### src/verilog/oroc_pkg.sv
// package: offsets, field layout, reset values and timing of the output routing block
package oroc_pkg;
  // clock and debounce timing
  localparam int unsigned CLK_HZ = 40_000_000;
  localparam int unsigned DEB_BASE_MS = 8;
  localparam int unsigned DEB_BASE_CYC = DEB_BASE_MS * (CLK_HZ / 1000);
  localparam int unsigned DEB_CNT_W = 25;
  localparam logic [2:0] DEB_CODE_NONE = 3'h0;
  localparam logic [2:0] DEB_CODE_STEP = 3'h1;

  // register indexes; byte address is four times the index
  localparam logic [7:0] IDX_OCP = 8'h0B;
  localparam logic [7:0] IDX_LHP = 8'h0C;
  localparam logic [7:0] IDX_RHP = 8'h0D;
  localparam logic [7:0] IDX_LLO = 8'h0E;
  localparam logic [7:0] IDX_STAT = 8'h20;
  localparam int unsigned ADDR_W = 12;
  localparam int unsigned IDX_LSB = 2;
  localparam int unsigned IDX_W = 8;

  // protection config fields
  localparam int unsigned OCP_EN_BIT = 4;
  localparam int unsigned OCP_DEB_LSB = 1;
  localparam int unsigned OCP_DEB_MSB = 3;
  localparam int unsigned OCP_PDN_BIT = 0;

  // left headphone routing fields
  localparam int unsigned LHP_DACP_BIT = 3;
  localparam int unsigned LHP_IN1_BIT = 2;
  localparam int unsigned LHP_MIXL_BIT = 1;
  localparam int unsigned LHP_MIXR_BIT = 0;

  // right headphone routing fields
  localparam int unsigned RHP_DACLN_BIT = 4;
  localparam int unsigned RHP_DACRP_BIT = 3;
  localparam int unsigned RHP_IN1_BIT = 2;
  localparam int unsigned RHP_MIXR_BIT = 1;
  localparam int unsigned RHP_LHP_BIT = 0;

  // left line output routing fields
  localparam int unsigned LLO_DACRN_BIT = 4;
  localparam int unsigned LLO_DACL_BIT = 3;
  localparam int unsigned LLO_MIXL_BIT = 1;
  localparam int unsigned LLO_RLO_BIT = 0;

  // status fields (trip bits are write-one-to-clear)
  localparam int unsigned STAT_TRIP_L_BIT = 0;
  localparam int unsigned STAT_TRIP_R_BIT = 1;

  // writable masks and reset values
  localparam logic [7:0] OCP_WMASK = 8'h1F;
  localparam logic [7:0] LHP_WMASK = 8'h0F;
  localparam logic [7:0] RHP_WMASK = 8'h1F;
  localparam logic [7:0] LLO_WMASK = 8'h1B;
  localparam logic [7:0] OCP_RST = 8'h10;
  localparam logic [7:0] ROUTE_RST = 8'h00;

  // over-current guard states
  typedef enum logic [1:0] {OROC_IDLE, OROC_WAIT, OROC_TRIP} oroc_guard_st_t;
endpackage

### src/verilog/oroc_reg_if.sv
// interface: register access strobes between the bus slave and the register core
`timescale 1ns/1ps
interface oroc_reg_if;
  logic wr_en;
  logic [7:0] idx;
  logic [7:0] wdata;
  logic [7:0] rdata;
  logic hit;

  modport bus_side (
    output wr_en,
    output idx,
    output wdata,
    input rdata,
    input hit
  );
  modport core_side (
    input wr_en,
    input idx,
    input wdata,
    output rdata,
    output hit
  );
endinterface

### src/verilog/oroc_apb.sv
// module: apb slave front end, zero-wait access with registered answer
`timescale 1ns/1ps
module oroc_apb (
  // clock and reset
  input wire logic pclk,
  input wire logic presetn,
  // apb request
  input wire logic psel,
  input wire logic penable,
  input wire logic pwrite,
  input wire logic [oroc_pkg::ADDR_W-1:0] paddr,
  input wire logic [31:0] pwdata,
  input wire logic [3:0] pstrb,
  // apb answer
  output logic pready,
  output logic [31:0] prdata,
  output logic pslverr,
  // register core
  oroc_reg_if.bus_side rif
);
  import oroc_pkg::*;

  typedef struct packed {
    logic pready;
    logic pslverr;
    logic [31:0] prdata;
  } oroc_apb_st_t;

  oroc_apb_st_t st_ff;
  oroc_apb_st_t nxt_st;
  logic ok;

  // decode shared by setup and access
  assign rif.idx = paddr[IDX_LSB +: IDX_W];
  assign ok = rif.hit && (paddr[IDX_LSB-1:0] == 2'h0) && (paddr[ADDR_W-1:IDX_LSB+IDX_W] == 2'h0);
  // write lands only at the completing edge; lane 0 holds all data
  assign rif.wr_en = psel && penable && pwrite && st_ff.pready && !st_ff.pslverr && pstrb[0];
  assign rif.wdata = pwdata[7:0];

  // answer prepared in setup so every apb answer output is a flop; the register strobes stay combinational
  always_comb begin
    nxt_st = st_ff;
    nxt_st.pready = psel && !penable;
    if (psel && !penable) begin
      nxt_st.pslverr = !ok;
      nxt_st.prdata = (ok && !pwrite) ? {24'h000000, rif.rdata} : 32'h00000000;
    end
  end

  always_ff @(posedge pclk or negedge presetn) begin
    if (!presetn) begin
      st_ff <= '0;
    end else begin
      st_ff <= nxt_st;
    end
  end

  assign pready = st_ff.pready;
  assign pslverr = st_ff.pslverr;
  assign prdata = st_ff.prdata;
endmodule

### src/verilog/oroc_guard.sv
// module: over-current debounce and response for one headphone driver
`timescale 1ns/1ps
module oroc_guard #(
  parameter int unsigned BASE_CYC = oroc_pkg::DEB_BASE_CYC
) (
  // clock and reset
  input wire logic pclk,
  input wire logic presetn,
  // configuration
  input wire logic enable,
  input wire logic [2:0] deb_code,
  input wire logic pdown_mode,
  input wire logic release_pdown,
  // sensed condition
  input wire logic oc_raw,
  // response
  output logic limit,
  output logic pdown,
  output logic trip
);
  import oroc_pkg::*;

  typedef struct packed {
    oroc_guard_st_t state;
    logic [DEB_CNT_W-1:0] cnt;
    logic limit;
    logic pdown;
    logic trip;
  } oroc_guard_reg_t;

  oroc_guard_reg_t st_ff;
  oroc_guard_reg_t nxt_st;
  logic [DEB_CNT_W-1:0] target;
  logic [DEB_CNT_W-1:0] base;

  // interval doubles per code step from the base
  assign base = DEB_CNT_W'(BASE_CYC);
  assign target = base << (deb_code - DEB_CODE_STEP);

  always_comb begin
    nxt_st = st_ff;
    nxt_st.trip = 1'b0;
    if (!enable) begin
      nxt_st = '0;
    end else begin
      unique case (st_ff.state)
        OROC_IDLE: begin
          if (oc_raw && deb_code == DEB_CODE_NONE) begin
            nxt_st.state = OROC_TRIP;
            nxt_st.trip = 1'b1;
            nxt_st.limit = !pdown_mode;
            nxt_st.pdown = pdown_mode;
          end else if (oc_raw) begin
            nxt_st.state = OROC_WAIT;
            nxt_st.cnt = {{(DEB_CNT_W-1){1'b0}}, 1'b1};
          end
        end
        OROC_WAIT: begin
          // any gap restarts the interval
          if (!oc_raw) begin
            nxt_st.state = OROC_IDLE;
            nxt_st.cnt = '0;
          // code dropped to none mid-count trips at once instead of using a wrapped shift
          end else if (deb_code == DEB_CODE_NONE || st_ff.cnt >= target - DEB_CNT_W'(1)) begin
            nxt_st.state = OROC_TRIP;
            nxt_st.cnt = '0;
            nxt_st.trip = 1'b1;
            nxt_st.limit = !pdown_mode;
            nxt_st.pdown = pdown_mode;
          end else begin
            nxt_st.cnt = st_ff.cnt + DEB_CNT_W'(1);
          end
        end
        OROC_TRIP: begin
          // limiting follows the condition; power-down holds until software releases it
          if ((!st_ff.pdown && !oc_raw) || (st_ff.pdown && release_pdown)) begin
            nxt_st.state = OROC_IDLE;
            nxt_st.limit = 1'b0;
            nxt_st.pdown = 1'b0;
          end
        end
      endcase
    end
  end

  always_ff @(posedge pclk or negedge presetn) begin
    if (!presetn) begin
      st_ff <= '0;
    end else begin
      st_ff <= nxt_st;
    end
  end

  assign limit = st_ff.limit;
  assign pdown = st_ff.pdown;
  assign trip = st_ff.trip;
endmodule

### src/verilog/oroc_top.sv
// module: output routing and headphone over-current control registers behind apb
`timescale 1ns/1ps
// Function
// - enable bit 4 detects both drivers, reset 1
// - bits 3-1 pick debounce, none to 512ms
// - bit 0 limits current or powers down
// - left headphone bit 3 left dac positive
// - left headphone bit 2 first left input
// - left headphone bits 1/0 left/right mixer
// - right headphone bit 4 left dac negative
// - right headphone bit 3 right dac positive
// - right headphone bit 2 first right input
// - right headphone bit 1 right mixer
// - right headphone bit 0 left driver, analog supply
// - left line bit 4 right dac negative
// - left line bit 3 left dac output
// - left line bit 1 left mixer
// - left line bit 0 right line, analog supply
module oroc_top #(
  parameter int unsigned DEB_BASE_CYC = oroc_pkg::DEB_BASE_CYC
) (
  // clock and reset
  input wire logic pclk,
  input wire logic presetn,
  // apb request
  input wire logic psel,
  input wire logic penable,
  input wire logic pwrite,
  input wire logic [oroc_pkg::ADDR_W-1:0] paddr,
  input wire logic [31:0] pwdata,
  input wire logic [3:0] pstrb,
  // apb answer
  output logic pready,
  output logic [31:0] prdata,
  output logic pslverr,
  // over-current sense from the drivers
  input wire logic left_headphone_driver_oc,
  input wire logic right_headphone_driver_oc,
  // over-current response
  output logic left_headphone_driver_current_limit,
  output logic left_headphone_driver_ocp_power_down,
  output logic right_headphone_driver_current_limit,
  output logic right_headphone_driver_ocp_power_down,
  // left headphone driver sources
  output logic left_headphone_driver_from_left_dac_pos,
  output logic left_headphone_driver_from_first_left_analog_input,
  output logic left_headphone_driver_from_left_mixer_amplifier,
  output logic left_headphone_driver_from_right_mixer_amplifier,
  // right headphone driver sources
  output logic right_headphone_driver_from_left_dac_neg,
  output logic right_headphone_driver_from_right_dac_pos,
  output logic right_headphone_driver_from_first_right_analog_input,
  output logic right_headphone_driver_from_right_mixer_amplifier,
  output logic right_headphone_driver_from_left_headphone_driver,
  // left line output sources
  output logic left_line_output_from_right_dac_neg,
  output logic left_line_output_from_left_dac,
  output logic left_line_output_from_left_mixer_amplifier,
  output logic left_line_output_from_right_line_output
);
  import oroc_pkg::*;

  typedef struct packed {
    logic [7:0] overcurrent_protect_config;
    logic [7:0] left_headphone_routing;
    logic [7:0] right_headphone_routing;
    logic [7:0] left_line_out_routing;
    logic [1:0] trip_seen;
  } oroc_core_st_t;

  oroc_core_st_t st_ff;
  oroc_core_st_t nxt_st;
  oroc_reg_if rif ();

  logic ocp_en;
  logic [2:0] ocp_deb;
  logic ocp_pdn_mode;
  logic [1:0] trip_pulse;
  logic [1:0] lim;
  logic [1:0] pdn;
  logic [1:0] release_pdown;
  logic [1:0] w1c;
  logic ocp_write;

  // bus front end
  oroc_apb u_apb (
    .pclk(pclk),
    .presetn(presetn),
    .psel(psel),
    .penable(penable),
    .pwrite(pwrite),
    .paddr(paddr),
    .pwdata(pwdata),
    .pstrb(pstrb),
    .pready(pready),
    .prdata(prdata),
    .pslverr(pslverr),
    .rif(rif.bus_side)
  );

  // protection fields feeding both guards
  assign ocp_en = st_ff.overcurrent_protect_config[OCP_EN_BIT];
  assign ocp_deb = st_ff.overcurrent_protect_config[OCP_DEB_MSB:OCP_DEB_LSB];
  assign ocp_pdn_mode = st_ff.overcurrent_protect_config[OCP_PDN_BIT];

  // write strobes: clearing a trip bit or rewriting the config frees a powered-down driver
  assign ocp_write = rif.wr_en && rif.idx == IDX_OCP;
  assign w1c[0] = rif.wr_en && rif.idx == IDX_STAT && rif.wdata[STAT_TRIP_L_BIT];
  assign w1c[1] = rif.wr_en && rif.idx == IDX_STAT && rif.wdata[STAT_TRIP_R_BIT];
  assign release_pdown = w1c | {2{ocp_write}};

  // left headphone guard
  oroc_guard #(
    .BASE_CYC(DEB_BASE_CYC)
  ) u_guard_left (
    .pclk(pclk),
    .presetn(presetn),
    .enable(ocp_en),
    .deb_code(ocp_deb),
    .pdown_mode(ocp_pdn_mode),
    .release_pdown(release_pdown[0]),
    .oc_raw(left_headphone_driver_oc),
    .limit(lim[0]),
    .pdown(pdn[0]),
    .trip(trip_pulse[0])
  );

  // right headphone guard, same settings
  oroc_guard #(
    .BASE_CYC(DEB_BASE_CYC)
  ) u_guard_right (
    .pclk(pclk),
    .presetn(presetn),
    .enable(ocp_en),
    .deb_code(ocp_deb),
    .pdown_mode(ocp_pdn_mode),
    .release_pdown(release_pdown[1]),
    .oc_raw(right_headphone_driver_oc),
    .limit(lim[1]),
    .pdown(pdn[1]),
    .trip(trip_pulse[1])
  );

  // register writes; reserved bits are masked off so they always read zero
  always_comb begin
    nxt_st = st_ff;
    if (rif.wr_en) begin
      unique case (rif.idx)
        IDX_OCP: nxt_st.overcurrent_protect_config = rif.wdata & OCP_WMASK;
        IDX_LHP: nxt_st.left_headphone_routing = rif.wdata & LHP_WMASK;
        IDX_RHP: nxt_st.right_headphone_routing = rif.wdata & RHP_WMASK;
        IDX_LLO: nxt_st.left_line_out_routing = rif.wdata & LLO_WMASK;
        default: nxt_st.trip_seen = st_ff.trip_seen;
      endcase
    end
    // sticky trip flags: a new trip in the clearing cycle survives
    nxt_st.trip_seen = (st_ff.trip_seen & ~w1c) | trip_pulse;
  end

  always_ff @(posedge pclk or negedge presetn) begin
    if (!presetn) begin
      st_ff.overcurrent_protect_config <= OCP_RST;
      st_ff.left_headphone_routing <= ROUTE_RST;
      st_ff.right_headphone_routing <= ROUTE_RST;
      st_ff.left_line_out_routing <= ROUTE_RST;
      st_ff.trip_seen <= 2'h0;
    end else begin
      st_ff <= nxt_st;
    end
  end

  // read mux, sampled by the bus slave in the setup cycle
  always_comb begin
    rif.hit = 1'b1;
    rif.rdata = 8'h00;
    unique case (rif.idx)
      IDX_OCP: rif.rdata = st_ff.overcurrent_protect_config;
      IDX_LHP: rif.rdata = st_ff.left_headphone_routing;
      IDX_RHP: rif.rdata = st_ff.right_headphone_routing;
      IDX_LLO: rif.rdata = st_ff.left_line_out_routing;
      IDX_STAT: rif.rdata = {2'h0, pdn, lim, st_ff.trip_seen};
      default: rif.hit = 1'b0;
    endcase
  end

  // over-current response straight from the guard flops
  assign left_headphone_driver_current_limit = lim[0];
  assign right_headphone_driver_current_limit = lim[1];
  assign left_headphone_driver_ocp_power_down = pdn[0];
  assign right_headphone_driver_ocp_power_down = pdn[1];

  // left headphone switches
  assign left_headphone_driver_from_left_dac_pos = st_ff.left_headphone_routing[LHP_DACP_BIT];
  assign left_headphone_driver_from_first_left_analog_input = st_ff.left_headphone_routing[LHP_IN1_BIT];
  assign left_headphone_driver_from_left_mixer_amplifier = st_ff.left_headphone_routing[LHP_MIXL_BIT];
  assign left_headphone_driver_from_right_mixer_amplifier = st_ff.left_headphone_routing[LHP_MIXR_BIT];

  // right headphone switches; supply check is software's job
  assign right_headphone_driver_from_left_dac_neg = st_ff.right_headphone_routing[RHP_DACLN_BIT];
  assign right_headphone_driver_from_right_dac_pos = st_ff.right_headphone_routing[RHP_DACRP_BIT];
  assign right_headphone_driver_from_first_right_analog_input = st_ff.right_headphone_routing[RHP_IN1_BIT];
  assign right_headphone_driver_from_right_mixer_amplifier = st_ff.right_headphone_routing[RHP_MIXR_BIT];
  assign right_headphone_driver_from_left_headphone_driver = st_ff.right_headphone_routing[RHP_LHP_BIT];

  // left line output switches
  assign left_line_output_from_right_dac_neg = st_ff.left_line_out_routing[LLO_DACRN_BIT];
  assign left_line_output_from_left_dac = st_ff.left_line_out_routing[LLO_DACL_BIT];
  assign left_line_output_from_left_mixer_amplifier = st_ff.left_line_out_routing[LLO_MIXL_BIT];
  assign left_line_output_from_right_line_output = st_ff.left_line_out_routing[LLO_RLO_BIT];
endmodule

### config.mk
export PLATFORM = sky130hd
export DESIGN_NAME = oroc_top
export DESIGN_NICKNAME = d
export VERILOG_FILES = /design/src/verilog/oroc_pkg.sv /design/src/verilog/oroc_reg_if.sv /design/src/verilog/oroc_apb.sv /design/src/verilog/oroc_guard.sv /design/src/verilog/oroc_top.sv
export SDC_FILE = /design/constraint.sdc
export NUM_CORES = 1
export LEC_CHECK = 0
export ABC_AREA = 0
export BUFFER_PORTS_ARGS = -buffer_cell sky130_fd_sc_hd__buf_2
export CAP_MARGIN = 20
export CORE_MARGIN = 1.5
export CORE_UTILIZATION = 41
export DETAILED_ROUTE_END_ITERATION = 16
export PLACE_DENSITY = 0.57
export SYNTH_ARGS = -nofsm -noshare
export SYNTH_HDL_FRONTEND = slang
export SYNTH_SLANG_ARGS = --single-unit
### constraint.sdc
create_clock -name pclk -period 11.5 [get_ports pclk]
set_clock_uncertainty 0.15 [all_clocks]
set_input_delay 1.725 -clock pclk [delete_from_list [all_inputs] [get_ports pclk]]
set_output_delay 1.725 -clock pclk [all_outputs]
set_load 0.05 [all_outputs]
Word level (Yosys, flattened, before mapping)
Cells that the tools add are included.
{"block": "classes", "muxes": 33, "n_shift": 1, "n_reduce_logical": 48, "eq_ne": 27, "n_bitwise": 4, "n_lt_le_gt_ge": 2, "addsub": 4}
{"op": "2-to-1 mux 27 bit", "count": 4}
{"op": "2-to-1 mux 25 bit", "count": 4}
{"op": "one-hot mux 25 bit (2 select lines)", "count": 2}
{"op": "2-to-1 mux 30 bit", "count": 2}
{"op": "adder 25 x 1 -> 25 bit (second input constant)", "count": 2}
{"op": ">= comparator 25 bit", "count": 2}
{"op": "== test 8 x 4 -> 1 bit (second input constant)", "count": 4}
{"op": "one-hot mux 6 bit (5 select lines)", "count": 1}
{"op": "left shift 19 x 3 -> 25 bit (first input constant)", "count": 1}
{"op": "subtractor 25 x 1 -> 25 bit (second input constant)", "count": 1}
{"op": "one-hot mux 2 bit (3 select lines)", "count": 4}
{"op": "logical AND 1 bit", "count": 19}
{"op": "2-to-1 mux 3 bit", "count": 6}
{"op": "!= test 3 x 2 -> 1 bit (second input constant)", "count": 6}
{"op": "!= test 3 bit (second input constant)", "count": 6}
{"op": "!= test 4 x 3 -> 1 bit (second input constant)", "count": 4}
{"op": "2-to-1 mux 2 bit", "count": 6}
{"op": "AND reduction 3 bit", "count": 4}
{"op": "logical NOT 1 bit", "count": 9}
{"op": "== test 8 x 6 -> 1 bit (second input constant)", "count": 1}
{"op": "logical NOT 2 bit", "count": 4}
{"op": "AND reduction 2 bit", "count": 4}
{"op": "AND reduction 4 bit", "count": 2}
{"op": "2-to-1 mux 6 bit", "count": 1}
{"op": "other kinds (12)", "count": 20}
{"block": "totals", "in_bits": 55, "wordCells": 137, "out_inout_bits": 51, "reg_bits": 114}

Longest topological paths before layout
{"block": "logic_depth", "depth_word": 13, "ltp_mapped": 21, "mapped_depth_nobuf": 17}

Hierarchy
From an unflattened synthesis, not the netlist that was laid out.
{"block": "unflattened", "hier_cells": 739, "area_unflattened_um2": 6980.4}
{"mod": "oroc_guard (u_guard_left)", "n_inst": 1, "seq_area_each_um2": 750.7, "cells_per_inst": 283, "area_each_um2": 2534.9}
{"mod": "oroc_guard (u_guard_right)", "n_inst": 1, "seq_area_each_um2": 750.7, "cells_per_inst": 276, "area_each_um2": 2479.9}
{"mod": "oroc_top", "n_inst": 1, "seq_area_each_um2": 501.7, "cells_per_inst": 95, "area_each_um2": 1141.1}
{"mod": "oroc_apb", "n_inst": 1, "seq_area_each_um2": 250.2, "cells_per_inst": 85, "area_each_um2": 824.5}

Least setup slack after synthesis
Ideal clock, no wire load.
{"block": "synth_path", "path_kind": "register -> register", "startpoint": "reg st_ff, in the netlist ocp_deb[0]", "endpoint": "reg u_guard_right.st_ff[11] in the netlist's numbering", "arrival_time_ns": 4.128, "setup_ns": 0.069, "path_slack_ns": 7.154, "t_required_ns": 11.281, "synth_period_minus_slack_ns": 4.346, "path_buffers": 3, "path_stages_with_launch": 20, "cell_sequence": "dfrtp_1 -> clkbuf_1 -> inv_1 -> ha_1 -> xnor2_2 -> buf_4 -> a21oi_1 -> nor2b_1 -> nor2b_1 -> xnor2_1 -> a21oi_1 -> ha_1 -> a41oi_1 -> o21ai_0 -> a221oi_1 -> a2111oi_2 -> nand3b_1 -> clkbuf_1 -> or3_1 -> nand3_1"}
{"block": "synth_via", "elab_chain_cells": 9, "elab_cells_between_ends": 13, "cone_classes": "add/sub: 2; order compare: 1; eq/ne: 1; shift: 1; mux: 4; reduce/logical: 4"}
{"element": "start, declared", "line": "oroc_top.sv:71", "text": "oroc_core_st_t st_ff;"}
{"element": "start signal, assigned", "line": "oroc_top.sv:168", "text": "st_ff <= nxt_st;"}
{"element": "subtractor 3 x 1 -> 3 bit", "line": "oroc_guard.sv:38", "text": "assign target = base << (deb_code - DEB_CODE_STEP);"}
{"element": "left shift 19 x 3 -> 25 bit", "line": "oroc_guard.sv:38"}
{"element": "subtractor 25 x 1 -> 25 bit", "line": "oroc_guard.sv:64", "text": "end else if (deb_code == DEB_CODE_NONE || st_ff.cnt >= target - DEB_CNT_W'(1)) begin"}
{"element": ">= comparator 25 bit", "line": "oroc_guard.sv:64"}
{"element": "logical OR 1 bit", "line": "oroc_guard.sv:64"}
{"element": "2-to-1 mux 25 bit", "line": "oroc_guard.sv:64"}
{"element": "2-to-1 mux 27 bit", "line": "oroc_guard.sv:60", "text": "if (!oc_raw) begin"}
{"element": "one-hot mux 25 bit (2 select lines)", "line": "oroc_guard.sv:46", "text": "unique case (st_ff.state)"}
{"element": "2-to-1 mux 30 bit", "line": "oroc_guard.sv:43", "text": "if (!enable) begin"}
{"element": "end signal, assigned", "line": "oroc_guard.sv:90", "text": "st_ff <= nxt_st;"}
{"element": "end, declared", "line": "oroc_guard.sv:31", "text": "oroc_guard_reg_t st_ff;"}
Parallel ways exist; a longest one is shown, timed or not.
A chain may end at the register's enable or synchronous reset.

Worst setup path after layout
{"block": "layout_path", "startpoint": "reg st_ff, in the netlist ocp_deb[0]", "endpoint": "reg u_guard_right.st_ff[17] in the netlist's numbering"}
Same word-level chain as after synthesis.

==> summary.md <==
| Metric | Value |
|---|---|
| CP Max Fanout | 22 |
| Core Util, Final | 46.1% |
| Initial core utilization | a little over two fifths |
| Hold Path Class | register to register |
| Crit-path leading delay family | compound AO/OA/AOI/OAI gates |
| Drt drc | 0 |
| Reg2reg setup slack | 5.83 ns |
| Distinct cells, synth | 66 |
| Status | finished, final reports clean |
| Post-CTS setup buffer count | 0 |
| Count of final setup violators | 0 |
| Worst slew pin tran | 1.06 ns |
| Largest net degree at the start of global routing | 55 |
| Core Area | 14600 um2 |
| Initial DRC Count | between 300 and 400 |
| First-pass GRT wire length | 25500 um |
| Initial antenna violation count | 0 |
| Pwr per Cell Area | 97.1 nW/um2 |
| Inst Count DP | 890 |
| R2r startpoint | ocp_deb[0]$_DFFE_PN0P_ |
| Max_slew headroom | around 29% |
| Buf/Inv on CP | 1 |
| Hold-fix buffers, CTS | 0 |
| Clock insertion delay at the later pin of the skew report | 0.35 ns |
| Number of CTS-inserted buffers | 9 |
| Max-slew violation count | 0 |
| Hold endpoint | st_ff[0]$_DFF_PN0_ |
| Clk root buf | clkbuf_16 |
| Diodes inserted | 0 |
| Clk buf depth | 2 |
| Max-Cap Viols | 0 |
| Die area | 15800 um2 |
| Final wirelength | 15600 um |
| Crit end category | register |
| Non-filler cells in the finished layout | just over 900 |
| Clock transition at path regs | roughly 0.070 ns |
| Share of layout cells above drive strength 1 | 13.9% |
| H-tree Lvls | 3 |
| Gr usage total | 19.9% |
| Tmin final | 5.67 ns |
| Area Growth Syn to Fin | 8.96% |
| Critical path's largest stage delay | 0.67 ns |
| Syn Area/Cell | 8.95 um2 |
| CP Class | register to register |
| Vias in the first global route | between 4000 and 5000 |
| EDFF count, synth | 0 |
| DRT Pass-1 Iters | 5 |
| Critical path, cell by cell | inv_1 -> ha_1 -> xnor2_2 -> a21oi_1 -> nor2b_1 -> nor2b_1 -> xnor2_1 -> a21oi_1 -> ha_1 -> a41oi_1 -> o21ai_0 -> a221oi_1 -> a2111oi_2 -> nand3b_1 -> o311ai_0 |
| Site row count | 44 |
| Worst-path cell with the longest stage delay | nand3b_1 |
| Chip width | 126 um |
| Total number of vias | 5374 |
| Yosys warnings | 0 |
| Post-synth ARST share | 100% |
| Startpoint types | register |
| Worst R2R End | u_guard_right.st_ff[17]$_DFFE_PN0P_ |
| Post-synthesis register bit count | about 90 |
| Buffers on Ports | between 40 and 50 |
| Antenna Nets Post-Route | 0 |
| GP Congestion | 0.872 |
| Max Freq | approximately 180 MHz |
| Leak | 3.10 nW |
| Data arrival, critical path | 5.73 ns |
| Commonest non-fill, non-tap cell in the layout | dfrtp_1 |
| Vias/cell | 5.93 |
| Seq/Total Area, Yosys | between 30% and 40% |
| Drt wl/cell | 17.2 um |
| Gr ovfl total | 0 |
| Most frequent cells in the layout | dfrtp_1, nand2_1, nand3_1 |
| Period utilization | 49.3% |
| R2r worst-path depth | 15 |
| Final Hold Viols | 0 |
| Synth Flop Type | dfrtp_1 |
| Hpwl dp | between 10000 and 15000 um |
| CTS tree | built |
| Boundary Pins | 106 |
| # nets final | a little over 800 |
| Post_cts resized | 0 |
| Die Ht | 126 um |
| Max VDD drop | 0.0605 mV |
| Post-Synthesis Cells | between 600 and 700 |
| Sum Neg Setup Slack | 0 ns |
| Hold-critical path depth | 1 |
| Mapped Area | approximately 6200 um2 |
| Hold path startpoint | u_guard_left.trip$_DFF_PN0_ |
| RSZ-0062 raised after global routing | no |
| Critical path required time | about 12 ns |
| CTS sink cnt | 88 |
| FILL cells | 1387 |
-- power by group --
group          switching [mW]  internal (mW)  leakage [nW]  total (mW)
Combinational          0.0345        0.00613          1.76      0.0406
Clock                   0.127          0.174         0.145       0.301
Sequential           0.000685          0.310          1.20       0.311
-- registers in the layout, summed over array words and instances (netlist names), 2 cells and up --
signal               flops
u_guard_left.st_ff      27
u_apb.prdata             6
ocp_deb                  3
st_ff                    2
u_guard_right.st_ff     27
-- cell families after synthesis --
logic type / synth area share, %
simple gates: 21.0
compound gates: 19.5
flops: 35.7
buf+inv: 7.16
fa+ha+maj: 8.31
mux: 5.86
xor+xnor: 2.39
other cells: 0.0608
-- how the worst max path moves through the flow --
stage / slack, ns / cells past startpoint / start / end
after floorplan: 7.15 / 19 / ocp_deb[0]$_DFFE_PN0P_ / u_guard_right.st_ff[11]$_DFFE_PN0P_
after global placement: 6.06 / 16 / ocp_deb[0]$_DFFE_PN0P_ / u_guard_right.st_ff[21]$_DFFE_PN0P_
after detailed placement: 5.84 / 15 / ocp_deb[0]$_DFFE_PN0P_ / u_guard_right.st_ff[17]$_DFFE_PN0P_
after CTS: 5.83 / 15 / ocp_deb[0]$_DFFE_PN0P_ / u_guard_right.st_ff[17]$_DFFE_PN0P_
after global routing: 5.40 / 16 / ocp_deb[1]$_DFFE_PN0P_ / u_guard_right.st_ff[26]$_DFFE_PN0P_
final: 5.83 / 15 / ocp_deb[0]$_DFFE_PN0P_ / u_guard_right.st_ff[17]$_DFFE_PN0P_
-- routing by layer --
layer	GRT usage (%)	vias to the layer above	routed length, um
li1	-	2573	-
met3	3.27	18	666
met5	0	-	0
met4	5.35	0	185
met1	27.5	2653	7260
met2	32.3	130	7460
-- cell type report --
type	count	area, um2	area share (%)
Clock buffer	11	243	3.61
Multi-Input combinational cell	541	3620	53.8
Tap cell	184	230	3.42
Clock inverter	5	56.3	0.838
Sequential cell	88	2200	32.8
Inverter	23	86.3	1.28
Timing Repair Buffer	54	285	4.24
-- cells in the mapped netlist, types with 9 or more instances --
cell / n / area (um2)
xnor2_1: 9 / 78.8
o21ai_0: 30 / 150
mux2_2: 17 / 191
mux2i_1: 17 / 170
a21oi_1: 31 / 155
clkbuf_1: 26 / 97.6
a22o_1: 16 / 140
and3_1: 15 / 93.8
buf_4: 31 / 233
nand3_1: 52 / 260
inv_1: 23 / 86.3
nand2_1: 72 / 270
ha_1: 41 / 513
nor3_1: 15 / 75.1
nand4_1: 19 / 119
dfrtp_1: 87 / 2180
nor2_1: 30 / 113
-- through the flow --
step | hold slack [ns] | total power, mW | area, um2 | setup WS (ns)
floorplan | 0.254 | 0.350 | 6260 | 7.15
global placement | 0.272 | 0.357 | 6420 | 6.06
detailed placement | 0.292 | 0.358 | 6420 | 5.84
CTS | 0.315 | 0.659 | 6720 | 5.83
global route | 0.320 | 0.674 | 6720 | 5.40
finish | 0.311 | 0.653 | 6720 | 5.83
Power figures use the tool's default switching activity.
